**src/hw/cmc_consts.svh**
```systemverilog
// Constants for the charger mode control block: field layouts, reset values, timing.
// Assumes inclusion by bare name from the package and the top module.
`ifndef CMC_CONSTS_SVH
`define CMC_CONSTS_SVH

// ----------------------------------------------------------------
// Register offsets
// ----------------------------------------------------------------
`define CMC_ADDR_W 4
`define CMC_OFS_CTRL_A 4'h0
`define CMC_OFS_CTRL_B 4'h1
`define CMC_OFS_CTRL_C 4'h2
`define CMC_OFS_PPATH 4'h3
`define CMC_OFS_STATUS 4'h4

// ----------------------------------------------------------------
// Field positions
// ----------------------------------------------------------------
`define CMC_A_BIAS 4
`define CMC_A_FAST_HI 3
`define CMC_A_FAST_LO 2
`define CMC_A_TERMDIS 1
`define CMC_A_SUSP 0
`define CMC_B_PTHR 6
`define CMC_B_BYP 5
`define CMC_B_VREG_HI 3
`define CMC_B_VREG_LO 2
`define CMC_B_EN_HI 1
`define CMC_C_EN_LO 7
`define CMC_C_TERM_HI 3
`define CMC_C_TERM_LO 2
`define CMC_C_PRE_HI 1
`define CMC_C_PRE_LO 0
`define CMC_P_RANGE 4

// ----------------------------------------------------------------
// Reset values
// ----------------------------------------------------------------
`define CMC_RST_CTRL_A 8'h0C
`define CMC_RST_CTRL_B 8'h00
`define CMC_RST_CTRL_C 8'h00
`define CMC_RST_PPATH 8'h00

// ----------------------------------------------------------------
// Timing
// ----------------------------------------------------------------
`define CMC_CLK_MHZ 250
`define CMC_DGL_MS 25
`define CMC_DGL_CYC (`CMC_DGL_MS * 1000 * `CMC_CLK_MHZ)
`define CMC_CNT_W 24

`endif

```
**src/hw/cmc_pkg.sv**
```systemverilog
// Types shared by the charger mode control block.
// Assumes the constants header is on the include path.
`include "cmc_consts.svh"

package cmc_pkg;

    typedef enum logic [1:0] {CMC_OFF, CMC_ON, CMC_SUSPEND} cmc_mode_t;

    typedef enum logic [1:0] {CMC_ST_PRE, CMC_ST_DONE, CMC_ST_FAST, CMC_ST_SUSP} cmc_state_t;

    // Analog conditions reported to the logic; the top module synchronises them in two stages.
    typedef struct packed {
        logic input_power;
        logic preregulator_on;
        logic prereg_is_charger;
        logic thermal_shutdown;
        logic sleep;
        logic pack_temp_fault;
        logic below_precharge;
        logic below_recharge;
        logic volt_regulation;
        logic below_term;
    } cmc_sense_t;

    // Controls driven to the analog charger.
    typedef struct packed {
        logic charger_run;
        logic fast_phase;
        logic bias_on;
        logic ldo_mode;
        logic timer_reset;
        logic timer_hold;
        logic discharge_allow;
        logic [1:0] precharge_scale;
        logic precharge_threshold_sel;
        logic [1:0] fastcharge_scale;
        logic [2:0] regulation_voltage_sel;
        logic [1:0] term_scale;
    } cmc_ctrl_t;

endpackage

```
**src/hw/cmc_top.sv**
```systemverilog
// Charger mode control: mode selection, phase, termination and recharge deglitch.
// Assumes analog sense pins come from other domains and a register port on clk_sys_i.
//
// How it works
// Bias on if requested or charger active.
// Host disables charger after pack removal.
// Pre-charge below threshold, else fast charge.
// Pre-charge scale field and threshold select.
// Fast-charge scale field picks four fractions.
// Fast scale codes 00..11, reset 11.
// Regulation voltage from field plus range.
// LDO mode when termdis and bypass set.
// LDO mode: no termination, timers reset.
// Host sets prereg voltage before LDO.
// LDO mode keeps current loops and phases.
// Timers reset whenever mode is off.
// Enable table by enable bits and sleep.
// Latch faults, force off, clear on cycle.
// Off in lockout, no power, shutdown.
// On, off or suspend by priority.
// Suspend, or temp fault with bypass clear, freezes timers.
// Termination after deglitch in regulation.
// Termination flag ignores termination disable.
// Enabled termination ends cycle, charger off.
// Termination scale field scales threshold.
// Done status only with termination.
// New cycle: recharge, enable rise, power.
// Pack insertion no restart after termination.
// Deglitch counters restart when condition drops.
`timescale 1ns/1ps
`include "cmc_consts.svh"

module cmc_top
    import cmc_pkg::*;
#(
    parameter logic [`CMC_CNT_W-1:0] DGL_CYCLES = `CMC_CNT_W'(`CMC_DGL_CYC)
)
(
    input wire logic clk_sys_i,
    input wire logic rst_n_i,
    input wire logic [`CMC_ADDR_W-1:0] addr_i,
    input wire logic [7:0] wdata_i,
    input wire logic wr_i,
    input wire logic rd_i,
    output logic [7:0] rdata_o,
    input wire cmc_sense_t sense_i,
    input wire logic timer_fault_i,
    input wire logic pack_insert_i,
    output cmc_ctrl_t ctrl_o,
    output cmc_mode_t mode_o
);

    // ----------------------------------------------------------------
    // Input synchronisers
    // ----------------------------------------------------------------
    // Timer fault and pack insertion come from the analog/timer side too.
    cmc_sense_t sense_meta_ff;
    cmc_sense_t sense_ff;
    logic [1:0] ev_meta_ff;
    logic [1:0] ev_ff;

    always_ff @(posedge clk_sys_i or negedge rst_n_i)
    begin
        if (!rst_n_i)
        begin
            sense_meta_ff <= '0;
            sense_ff <= '0;
            ev_meta_ff <= 2'h0;
            ev_ff <= 2'h0;
        end
        else
        begin
            sense_meta_ff <= sense_i;
            sense_ff <= sense_meta_ff;
            ev_meta_ff <= {pack_insert_i, timer_fault_i};
            ev_ff <= ev_meta_ff;
        end
    end

    // ----------------------------------------------------------------
    // Register file
    // ----------------------------------------------------------------
    logic [7:0] ctrl_a_ff;
    logic [7:0] ctrl_b_ff;
    logic [7:0] ctrl_c_ff;
    logic [7:0] ppath_ff;
    logic [7:0] nxt_rdata;
    logic [7:0] status;
    logic term_flag_ff;
    logic term_latch_ff;
    logic fault_latch_ff;
    cmc_mode_t mode_ff;

    always_ff @(posedge clk_sys_i or negedge rst_n_i)
    begin
        if (!rst_n_i)
        begin
            ctrl_a_ff <= `CMC_RST_CTRL_A;
            ctrl_b_ff <= `CMC_RST_CTRL_B;
            ctrl_c_ff <= `CMC_RST_CTRL_C;
            ppath_ff <= `CMC_RST_PPATH;
        end
        else if (wr_i)
        begin
            case (addr_i)
                `CMC_OFS_CTRL_A: ctrl_a_ff <= wdata_i;
                `CMC_OFS_CTRL_B: ctrl_b_ff <= wdata_i;
                `CMC_OFS_CTRL_C: ctrl_c_ff <= wdata_i;
                `CMC_OFS_PPATH: ppath_ff <= wdata_i;
                default: ;
            endcase
        end
    end

    cmc_state_t chg_state;

    always_comb
    begin
        if (mode_ff == CMC_SUSPEND || fault_latch_ff)
            chg_state = CMC_ST_SUSP;
        else if (term_latch_ff)
            chg_state = CMC_ST_DONE;
        else if (ctrl_o.fast_phase)
            chg_state = CMC_ST_FAST;
        else
            chg_state = CMC_ST_PRE;
    end

    always_comb
    begin
        status = {2'h0, mode_ff, fault_latch_ff, chg_state, term_flag_ff};
        case (addr_i)
            `CMC_OFS_CTRL_A: nxt_rdata = ctrl_a_ff;
            `CMC_OFS_CTRL_B: nxt_rdata = ctrl_b_ff;
            `CMC_OFS_CTRL_C: nxt_rdata = ctrl_c_ff;
            `CMC_OFS_PPATH: nxt_rdata = ppath_ff;
            `CMC_OFS_STATUS: nxt_rdata = status;
            default: nxt_rdata = 8'h00;
        endcase
    end

    // Read data is held at zero outside the answer cycle.
    always_ff @(posedge clk_sys_i or negedge rst_n_i)
    begin
        if (!rst_n_i)
            rdata_o <= 8'h00;
        else if (rd_i)
            rdata_o <= nxt_rdata;
        else
            rdata_o <= 8'h00;
    end

    // ----------------------------------------------------------------
    // Mode qualification
    // ----------------------------------------------------------------
    logic termdis;
    logic bypass;
    logic ldo_mode;
    logic en_hi;
    logic en_lo;
    logic enabled;
    logic qualified;
    logic temp_fault;
    logic term_kill;
    cmc_mode_t nxt_mode;

    assign termdis = ctrl_a_ff[`CMC_A_TERMDIS];
    assign bypass = ctrl_b_ff[`CMC_B_BYP];
    assign ldo_mode = termdis && bypass;
    assign en_hi = ctrl_b_ff[`CMC_B_EN_HI];
    assign en_lo = ctrl_c_ff[`CMC_C_EN_LO];
    // Host must clear the upper enable bit on pack removal; the logic obeys it. see
    assign enabled = sense_ff.sleep ? en_hi : (en_hi && en_lo);
    assign qualified = sense_ff.input_power && !sense_ff.thermal_shutdown &&
                       (sense_ff.preregulator_on || !sense_ff.prereg_is_charger) &&
                       enabled;
    assign temp_fault = sense_ff.pack_temp_fault && !bypass;
    assign term_kill = term_latch_ff && !termdis && !ldo_mode;

    always_comb
    begin
        if (!qualified)
            nxt_mode = CMC_OFF;
        else if (fault_latch_ff || term_kill)
            nxt_mode = CMC_OFF;
        else if (ctrl_a_ff[`CMC_A_SUSP] || temp_fault)
            nxt_mode = CMC_SUSPEND;
        else
            nxt_mode = CMC_ON;
    end

    always_ff @(posedge clk_sys_i or negedge rst_n_i)
    begin
        if (!rst_n_i)
            mode_ff <= CMC_OFF;
        else
            mode_ff <= nxt_mode;
    end

    // ----------------------------------------------------------------
    // Deglitch counters
    // ----------------------------------------------------------------
    logic term_cond;
    logic rch_cond;
    logic [`CMC_CNT_W-1:0] term_cnt_ff;
    logic [`CMC_CNT_W-1:0] rch_cnt_ff;
    logic term_seen;
    logic rch_seen;

    assign term_cond = sense_ff.volt_regulation && sense_ff.below_term && mode_ff == CMC_ON;
    assign rch_cond = sense_ff.below_recharge;
    assign term_seen = term_cond && term_cnt_ff == DGL_CYCLES;
    assign rch_seen = rch_cond && rch_cnt_ff == DGL_CYCLES;

    // Counters saturate so a lasting condition does not re-trigger.
    always_ff @(posedge clk_sys_i or negedge rst_n_i)
    begin
        if (!rst_n_i)
        begin
            term_cnt_ff <= '0;
            rch_cnt_ff <= '0;
        end
        else
        begin
            if (!term_cond)
                term_cnt_ff <= '0;
            else if (term_cnt_ff <= DGL_CYCLES)
                term_cnt_ff <= term_cnt_ff + `CMC_CNT_W'(1);
            if (!rch_cond)
                rch_cnt_ff <= '0;
            else if (rch_cnt_ff <= DGL_CYCLES)
                rch_cnt_ff <= rch_cnt_ff + `CMC_CNT_W'(1);
        end
    end

    // ----------------------------------------------------------------
    // New cycle detection and latches
    // ----------------------------------------------------------------
    logic en_hi_d_ff;
    logic pwr_d_ff;
    logic new_cycle;

    always_ff @(posedge clk_sys_i or negedge rst_n_i)
    begin
        if (!rst_n_i)
        begin
            en_hi_d_ff <= 1'b0;
            pwr_d_ff <= 1'b0;
        end
        else
        begin
            en_hi_d_ff <= en_hi;
            pwr_d_ff <= sense_ff.input_power;
        end
    end

    // Pack insertion is deliberately absent from the restart terms. see
    assign new_cycle = rch_seen ||
                       (en_hi && !en_hi_d_ff) ||
                       (sense_ff.input_power && !pwr_d_ff);

    // An event in the restart cycle wins, so it is never lost.
    always_ff @(posedge clk_sys_i or negedge rst_n_i)
    begin
        if (!rst_n_i)
        begin
            term_flag_ff <= 1'b0;
            term_latch_ff <= 1'b0;
            fault_latch_ff <= 1'b0;
        end
        else
        begin
            if (term_seen)
                term_flag_ff <= 1'b1;
            else if (new_cycle)
                term_flag_ff <= 1'b0;
            if (term_seen && !ldo_mode)
                term_latch_ff <= 1'b1;
            else if (new_cycle)
                term_latch_ff <= 1'b0;
            if (ev_ff[0] && !ldo_mode)
                fault_latch_ff <= 1'b1;
            else if (new_cycle || ldo_mode)
                fault_latch_ff <= 1'b0;
        end
    end

    // ----------------------------------------------------------------
    // Analog controls
    // ----------------------------------------------------------------
    always_ff @(posedge clk_sys_i or negedge rst_n_i)
    begin
        if (!rst_n_i)
        begin
            ctrl_o <= '0;
            mode_o <= CMC_OFF;
        end
        else
        begin
            mode_o <= mode_ff;
            ctrl_o.charger_run <= mode_ff == CMC_ON;
            ctrl_o.fast_phase <= !sense_ff.below_precharge;
            ctrl_o.bias_on <= ctrl_a_ff[`CMC_A_BIAS] || mode_ff != CMC_OFF;
            ctrl_o.ldo_mode <= ldo_mode;
            ctrl_o.timer_reset <= mode_ff == CMC_OFF || ldo_mode;
            ctrl_o.timer_hold <= mode_ff == CMC_SUSPEND;
            ctrl_o.discharge_allow <= !ldo_mode;
            ctrl_o.precharge_scale <= ctrl_c_ff[`CMC_C_PRE_HI:`CMC_C_PRE_LO];
            ctrl_o.precharge_threshold_sel <= ctrl_b_ff[`CMC_B_PTHR];
            ctrl_o.fastcharge_scale <= ctrl_a_ff[`CMC_A_FAST_HI:`CMC_A_FAST_LO];
            ctrl_o.regulation_voltage_sel <= {ppath_ff[`CMC_P_RANGE],
                ctrl_b_ff[`CMC_B_VREG_HI:`CMC_B_VREG_LO]};
            ctrl_o.term_scale <= ctrl_c_ff[`CMC_C_TERM_HI:`CMC_C_TERM_LO];
        end
    end

    // ----------------------------------------------------------------
    // Assertions
    // ----------------------------------------------------------------
    property p_bias;
        @(posedge clk_sys_i) disable iff (!rst_n_i)
        (mode_ff != CMC_OFF) |=> ctrl_o.bias_on;
    endproperty
    a_bias: assert property (p_bias) else $error("bias off while active");

    property p_ldo_timers;
        @(posedge clk_sys_i) disable iff (!rst_n_i)
        ldo_mode |=> (ctrl_o.timer_reset && !ctrl_o.discharge_allow);
    endproperty
    a_ldo_timers: assert property (p_ldo_timers) else $error("ldo timers");

    property p_off_reset;
        @(posedge clk_sys_i) disable iff (!rst_n_i)
        (mode_ff == CMC_OFF) |=> ctrl_o.timer_reset;
    endproperty
    a_off_reset: assert property (p_off_reset) else $error("timers not reset");

    property p_unqual_off;
        @(posedge clk_sys_i) disable iff (!rst_n_i)
        !qualified |=> (mode_ff == CMC_OFF) ##1 (mode_o == CMC_OFF);
    endproperty
    a_unqual_off: assert property (p_unqual_off) else $error("not off");

    property p_fault_off;
        @(posedge clk_sys_i) disable iff (!rst_n_i)
        fault_latch_ff |=> (mode_ff == CMC_OFF);
    endproperty
    a_fault_off: assert property (p_fault_off) else $error("fault not off");

    property p_susp;
        @(posedge clk_sys_i) disable iff (!rst_n_i)
        (qualified && !fault_latch_ff && !term_kill && ctrl_a_ff[`CMC_A_SUSP])
        |=> (mode_ff == CMC_SUSPEND) ##1 ctrl_o.timer_hold;
    endproperty
    a_susp: assert property (p_susp) else $error("suspend missing");

    property p_term_dgl;
        @(posedge clk_sys_i) disable iff (!rst_n_i)
        $rose(term_flag_ff) |-> $past(term_cnt_ff) == DGL_CYCLES;
    endproperty
    a_term_dgl: assert property (p_term_dgl) else $error("early termination");

    property p_done;
        @(posedge clk_sys_i) disable iff (!rst_n_i)
        (chg_state == CMC_ST_DONE) |-> term_latch_ff;
    endproperty
    a_done: assert property (p_done) else $error("done without term");

    property p_restart;
        @(posedge clk_sys_i) disable iff (!rst_n_i)
        (en_hi && !en_hi_d_ff && !term_seen) |=> !term_latch_ff;
    endproperty
    a_restart: assert property (p_restart) else $error("no restart");

    property p_insert_no_restart;
        @(posedge clk_sys_i) disable iff (!rst_n_i)
        (ev_ff[1] && term_latch_ff && !new_cycle) |=> term_latch_ff;
    endproperty
    a_insert_no_restart: assert property (p_insert_no_restart) else $error("insert restart");

endmodule

```
**config.mk**
```make
export PLATFORM = sky130hd
export DESIGN_NAME = cmc_top
export DESIGN_NICKNAME = d
export VERILOG_FILES = /design/src/hw/cmc_pkg.sv /design/src/hw/cmc_top.sv
export VERILOG_INCLUDE_DIRS = /design/src /design/src/hw
export SDC_FILE = /design/constraint.sdc
export NUM_CORES = 1
export LEC_CHECK = 0
export BUFFER_PORTS_ARGS = -buffer_cell sky130_fd_sc_hd__buf_2
export CELL_PAD_IN_SITES_DETAIL_PLACEMENT = 2
export CELL_PAD_IN_SITES_GLOBAL_PLACEMENT = 2
export CORE_UTILIZATION = 40
export CTS_CLUSTER_SIZE = 16
export DETAILED_ROUTE_END_ITERATION = 10
export GPL_TIMING_DRIVEN = 0
export PLACE_DENSITY_LB_ADDON = 0.1
export REMOVE_ABC_BUFFERS = 1
export SKIP_CTS_REPAIR_TIMING = 1
export SYNTH_ARGS = -nofsm -noshare
export SYNTH_HDL_FRONTEND = slang
export SYNTH_SLANG_ARGS = --single-unit
```
**constraint.sdc**
```tcl
create_clock -name clk_sys_i -period 2.4 [get_ports clk_sys_i]
set_input_delay 0.24 -clock clk_sys_i [delete_from_list [all_inputs] [get_ports clk_sys_i]]
set_output_delay 0.24 -clock clk_sys_i [all_outputs]
set_load 0.005 [all_outputs]
```
# == Word-level counts from Yosys, hierarchy flattened ==
# Index checks and enable logic that the tools add are counted.
# totals
ff_bits,136
output_inout_bits,27
elab_cells,123
# op_classes
add_sub_neg,2
n_lt_le_gt_ge,2
eq_ne,10
n_mux,18
reduce_logical,43
# ops
cell,n
2-to-1 mux 24 bit,4
"adder 24 x 1 -> 24 bit, second input constant",2
"equality test 24 x 23 -> 1 bit, second input constant",2
"<= comparator 24 x 23 -> 1 bit, second input constant",2
one-hot mux 8 bit (5 select lines),1
logical AND 1 bit,16
2-to-1 mux 2 bit,6
logical OR 1 bit,9
"equality test 4 x 2 -> 1 bit, second input constant",2
zero test 1 bit,8
2-to-1 mux 8 bit,1
AND reduction 2 bit,4
nonzero test 2 bit,4
2-to-1 mux 1 bit,6
"equality test 4 x 1 -> 1 bit, second input constant",1
"equality test 4 x 3 -> 1 bit, second input constant",1
zero test 4 bit,1
"!= test 2 x 1 -> 1 bit, second input constant",2
"equality test 2 x 1 -> 1 bit, second input constant",1
"equality test 2 bit, second input constant",1
zero test 2 bit,1

# == Depth between registers and ports, before layout ==
# depth
word_depth,7
depth_mapped,9
ltp_nobuf,7

# == Worst setup path after synthesis ==
# Ideal clock, no wire load.
# synth_path
path_kind,register to register
from,register term_cnt_ff[15]
to,register term_cnt_ff[1]
setup_ns,0.132
arrival_time_ns,1.823
required_time_ns,2.268
path_slack_ns,0.445
stages_incl_launch_ff,9
period_less_slack_ns,1.955
path_cell_list,dfrtp_1 > buf_6 > nor4_1 > nand4_1 > a21boi_4 > buf_6 > buf_12 > mux2i_1 > nor2_1
# synth_between
elab_chain_cells,2
# synth_lines
item,line_no,rtl
from (decl),cmc_top.sv:205,logic [`CMC_CNT_W-1:0] term_cnt_ff;
from (signal assigned),cmc_top.sv:228,term_cnt_ff <= term_cnt_ff + `CMC_CNT_W'(1);
<= comparator 24 x 23 -> 1 bit,cmc_top.sv:227,else if (term_cnt_ff <= DGL_CYCLES)
!= test 2 x 1 -> 1 bit (no source line),--,
# No other way between the ends.
# A chain may end at the register's enable or synchronous reset.

# == Final worst setup path ==
# layout_path
from,register term_cnt_ff[15]
to,register term_cnt_ff[11]
# The elaborated chain is that of the path after synthesis.

==> metrics.md <==
| Metric | Value |
|---|---|
| Status | `complete, no violations` |
| Port Buf Inserts | `53` |
| Crit start category | `register` |
| Starting Density | `41.2%` |
| Relative slew slack | `23.3%` |
| Clock Skew | `0.00780 ns` |
| Worst r2r path cells | `6` |
| Crit path buffers/inverters | `1` |
| CP Class | `reg -> reg` |
| Hpwl dp | `9.65 mm` |
| RR Startpoint | `term_cnt_ff[15]` |
| Critical Path Fanout Max | `18` |
| Initial DRT Pass Iterations | `4` |
| Worst path depth | `6` |
| Grt ovf | `0` |
| Critical Path Sink Type | `register` |
| Synth Warn # | `0` |
| Worst-Margin Slew | `1.13 ns` |
| Synth async-reset ratio | `100%` |
| Combinational share of power | `8.2%` |
| DRT iter0 DRCs | `202` |
| Die H | `122 um` |
| Leak | `3.13 nW` |
| Clock group share of total power | `44.3%` |
| Post-DRT Antenna Nets | `0` |
| Highest clock rate | `421 MHz` |
| Die Wd | `122 um` |
| Post-layout util | `49.8%` |
| Die footprint | `0.0148 mm2` |
| Final setup violation count | `0` |
| Crit path launch | `term_cnt_ff[15]` |
| Fraction of layout cells with a size suffix above 1 | `26.9%` |
| Core area | `0.0139 mm2` |
| Mapped Avg Cell Area | `12.1 um2` |
| Initial antenna violation count | `0` |
| Internal power | `4.19 mW` |
| Post-Layout Cell Count | `748` |
| Clk slew on worst S/H paths | `0.06 ns` |
| Root Buffer Master | `clkbuf_16` |
| CTS tree | `done` |
| Part of the power in registers | `47.6%` |
| Reg-to-Reg End | `term_cnt_ff[11]` |
| HP Class | `in -> reg` |
| Tcrit/Tclk final | `99.1%` |
| CP arrival | `2.70 ns` |
| Vias | `4157` |
| Final hold violation count | `0` |
| Vias in the first global route | `4530` |
| H-Tree Level Count | `4` |
| Routability Congestion | `0.710` |
| PwrDens | `804 mW/mm2` |
| Syn Inst Count | `475` |
| CP delay by family, top | `simple AND/OR/NAND/NOR gates` |
| Slowest-stage cell, CP | `nor4_1` |
| Routed wire length | `15.3 mm` |
| Clock sinks | `136` |
| Placed cell count | `694` |
| P_sw | `1.39 mW` |
| Cells along the critical path | `nor4_1, nand4_1, a21boi_4, buf_12, or4_1, a21oi_1` |
| Max-Cap Viols | `0` |
| Reg-to-reg slack, setup | `0.02 ns` |
| Cell taking the most area after synthesis | `dfrtp_1` |
| Hold slack | `0.104 ns` |
| Routed wire per std cell | `20.5 um` |
| Total CTS buffers | `17` |
| I/O pins | `55` |
| Sw frac | `25.0%` |
| Final count of pins violating max slew | `0` |
| Top-area cell type share of the netlist area | `58.4%` |
| Seq/Total Area, Yosys | `59.3%` |
| Top cells by area, synth | `dfrtp_1, mux2_2, a21oi_1` |
| EDFF count, synth | `0` |
| CP peak stage delay | `0.52 ns` |
| Detailed-route vias per instance | `5.56` |
| Row count | `43` |
| Area Growth Syn to Fin | `21.0%` |
| First-pass GRT wire length | `24.5 mm` |
| Clk Latency, worst-skew pair | `0.41 ns` |
| Critical path capture point | `term_cnt_ff[11]` |
| Residual DRC count | `0` |
| Tot Pwr | `5.58 mW` |
| Main synth FF type | `dfrtp_1` |
| NumNets Final | `587` |
| Cell Area, Synth | `0.00574 mm2` |
| CTS Buffer Depth | `2` |
| Netlist cell types | `61` |
| Peak VDD IR | `0.533 mV` |
| Worst Path Required | `2.72 ns` |
| FF+latch count, synth | `136` |
| Antenna diodes | `0` |
| Largest net degree at the start of global routing | `74` |
| Total GRT Usage | `21.8%` |
| Min Tclk post-route | `2.38 ns` |
## worst min path at each step
stage / endpoint / start / depth (start not counted) / slack, ns
global placement: sense_ff[5] / sense_meta_ff[5] / 0 / 0.33
global route: ctrl_b_ff[3] / wdata_i[3] / 2 / 0.10
detailed placement: rch_cnt_ff[21] / rst_n_i / 1 / 0.27
floorplan: ctrl_a_ff[0] / rst_n_i / 0 / -0.06
finish: ctrl_b_ff[1] / wdata_i[1] / 3 / 0.10
CTS: rch_cnt_ff[20] / rst_n_i / 1 / -0.17
## power by group through the flow
stage	clock network [mW]	logic, mW	registers, mW
global route	2.61	0.503	2.68
global placement	0	0.410	2.67
finish	2.47	0.457	2.66
detailed placement	0	0.441	2.69
CTS	2.53	0.454	2.66
floorplan	0	0.229	2.64
## worst reg2reg max path: stages (launching register included)
cell      delay (ns)
dfrtp_1         0.48
nor4_1          0.52
nand4_1         0.30
a21boi_4        0.23
buf_12          0.15
or4_1           0.47
a21oi_1         0.15
## sequential cells by signal (all words and copies together), names as in the netlist, 9 cells and up
register / flops
term_cnt_ff: 24
sense_meta_ff: 10
ctrl_o: 17
rch_cnt_ff: 24
sense_ff: 9
## layout by cell type, fill, tap and decap left out, types with 5 or more instances in the layout
master / netlist / final
inv_1: 15 / 15
xor2_1: 13 / 13
or3_1: 15 / 15
a21oi_1: 27 / 26
dlygate4sd3_1: 0 / 12
nand3_1: 26 / 25
nand4_1: 12 / 12
buf_4: 0 / 7
clkbuf_16: 0 / 17
dfrtp_1: 134 / 134
nand2_1: 21 / 21
a222oi_1: 5 / 5
nor3_1: 6 / 6
buf_2: 3 / 52
mux2_2: 36 / 36
a22o_1: 5 / 5
or4_1: 6 / 6
nor2_1: 32 / 32
and3_1: 15 / 15
o31ai_1: 5 / 5
xnor2_1: 5 / 5
clkinv_4: 0 / 5
o21ai_0: 19 / 19
## metal layers
metal	track usage [%]	vias up	wire, um
met3	4.78	14	337
li1	-	1901	-
met5	0	-	0
met1	26.5	2188	6480
met4	6.10	0	177
met2	38.8	54	8320
## cell usage after synthesis, drive strengths merged, types with 2 or more instances
master,number
nor2b,4
nor3,6
and2,2
or4,6
o31ai,5
and4,3
buf,8
xor2,13
nand3,27
ha,4
nor2,32
o22ai,2
a21oi,27
nor4,2
mux4,3
xnor2,5
a21o,2
nand4,12
clkbuf,6
dfrtp,134
a21boi,2
o211a,2
nand2,21
o21ai,23
nor4b,3
a22o,5
or3,17
and3,20
dfstp,2
a222oi,5
inv,15
mux2,36
o211ai,4
## logic make-up after synthesis
| family | Yosys count | synth area share (%) |
|---|---|---|
| flip-flops | 136 | 59.3 |
| adder cells (fa/ha/maj) | 4 | 0.872 |
| AO/OA/AOI/OAI | 86 | 10.1 |
| buffers and inverters | 30 | 2.86 |
| AND/OR/NAND/NOR | 161 | 15.6 |
| XOR/XNOR | 18 | 2.75 |
| multiplexers | 40 | 8.42 |
## through the flow
stage	area, um2	setup TNS, ns	worst slack [ns]
floorplan	5630	0	0.353
global placement	6120	-107.31	-0.808
detailed placement	6160	-2.85	-0.183
CTS	6710	-2.28	-0.193
global route	6940	-0.522	-0.149
finish	6940	0	0.0225
## cell type report
class / instances / area, um2
Clock buffer: 19 / 433
Fill cell: 1385 / 6990
Inverter: 15 / 56.3
Tap cell: 180 / 225
Timing Repair Buffer: 74 / 492
Clock inverter: 13 / 123
Sequential cell: 136 / 3410
Multi-Input combinational cell: 311 / 2210
Note: power is estimated with default switching activity, not from simulation.
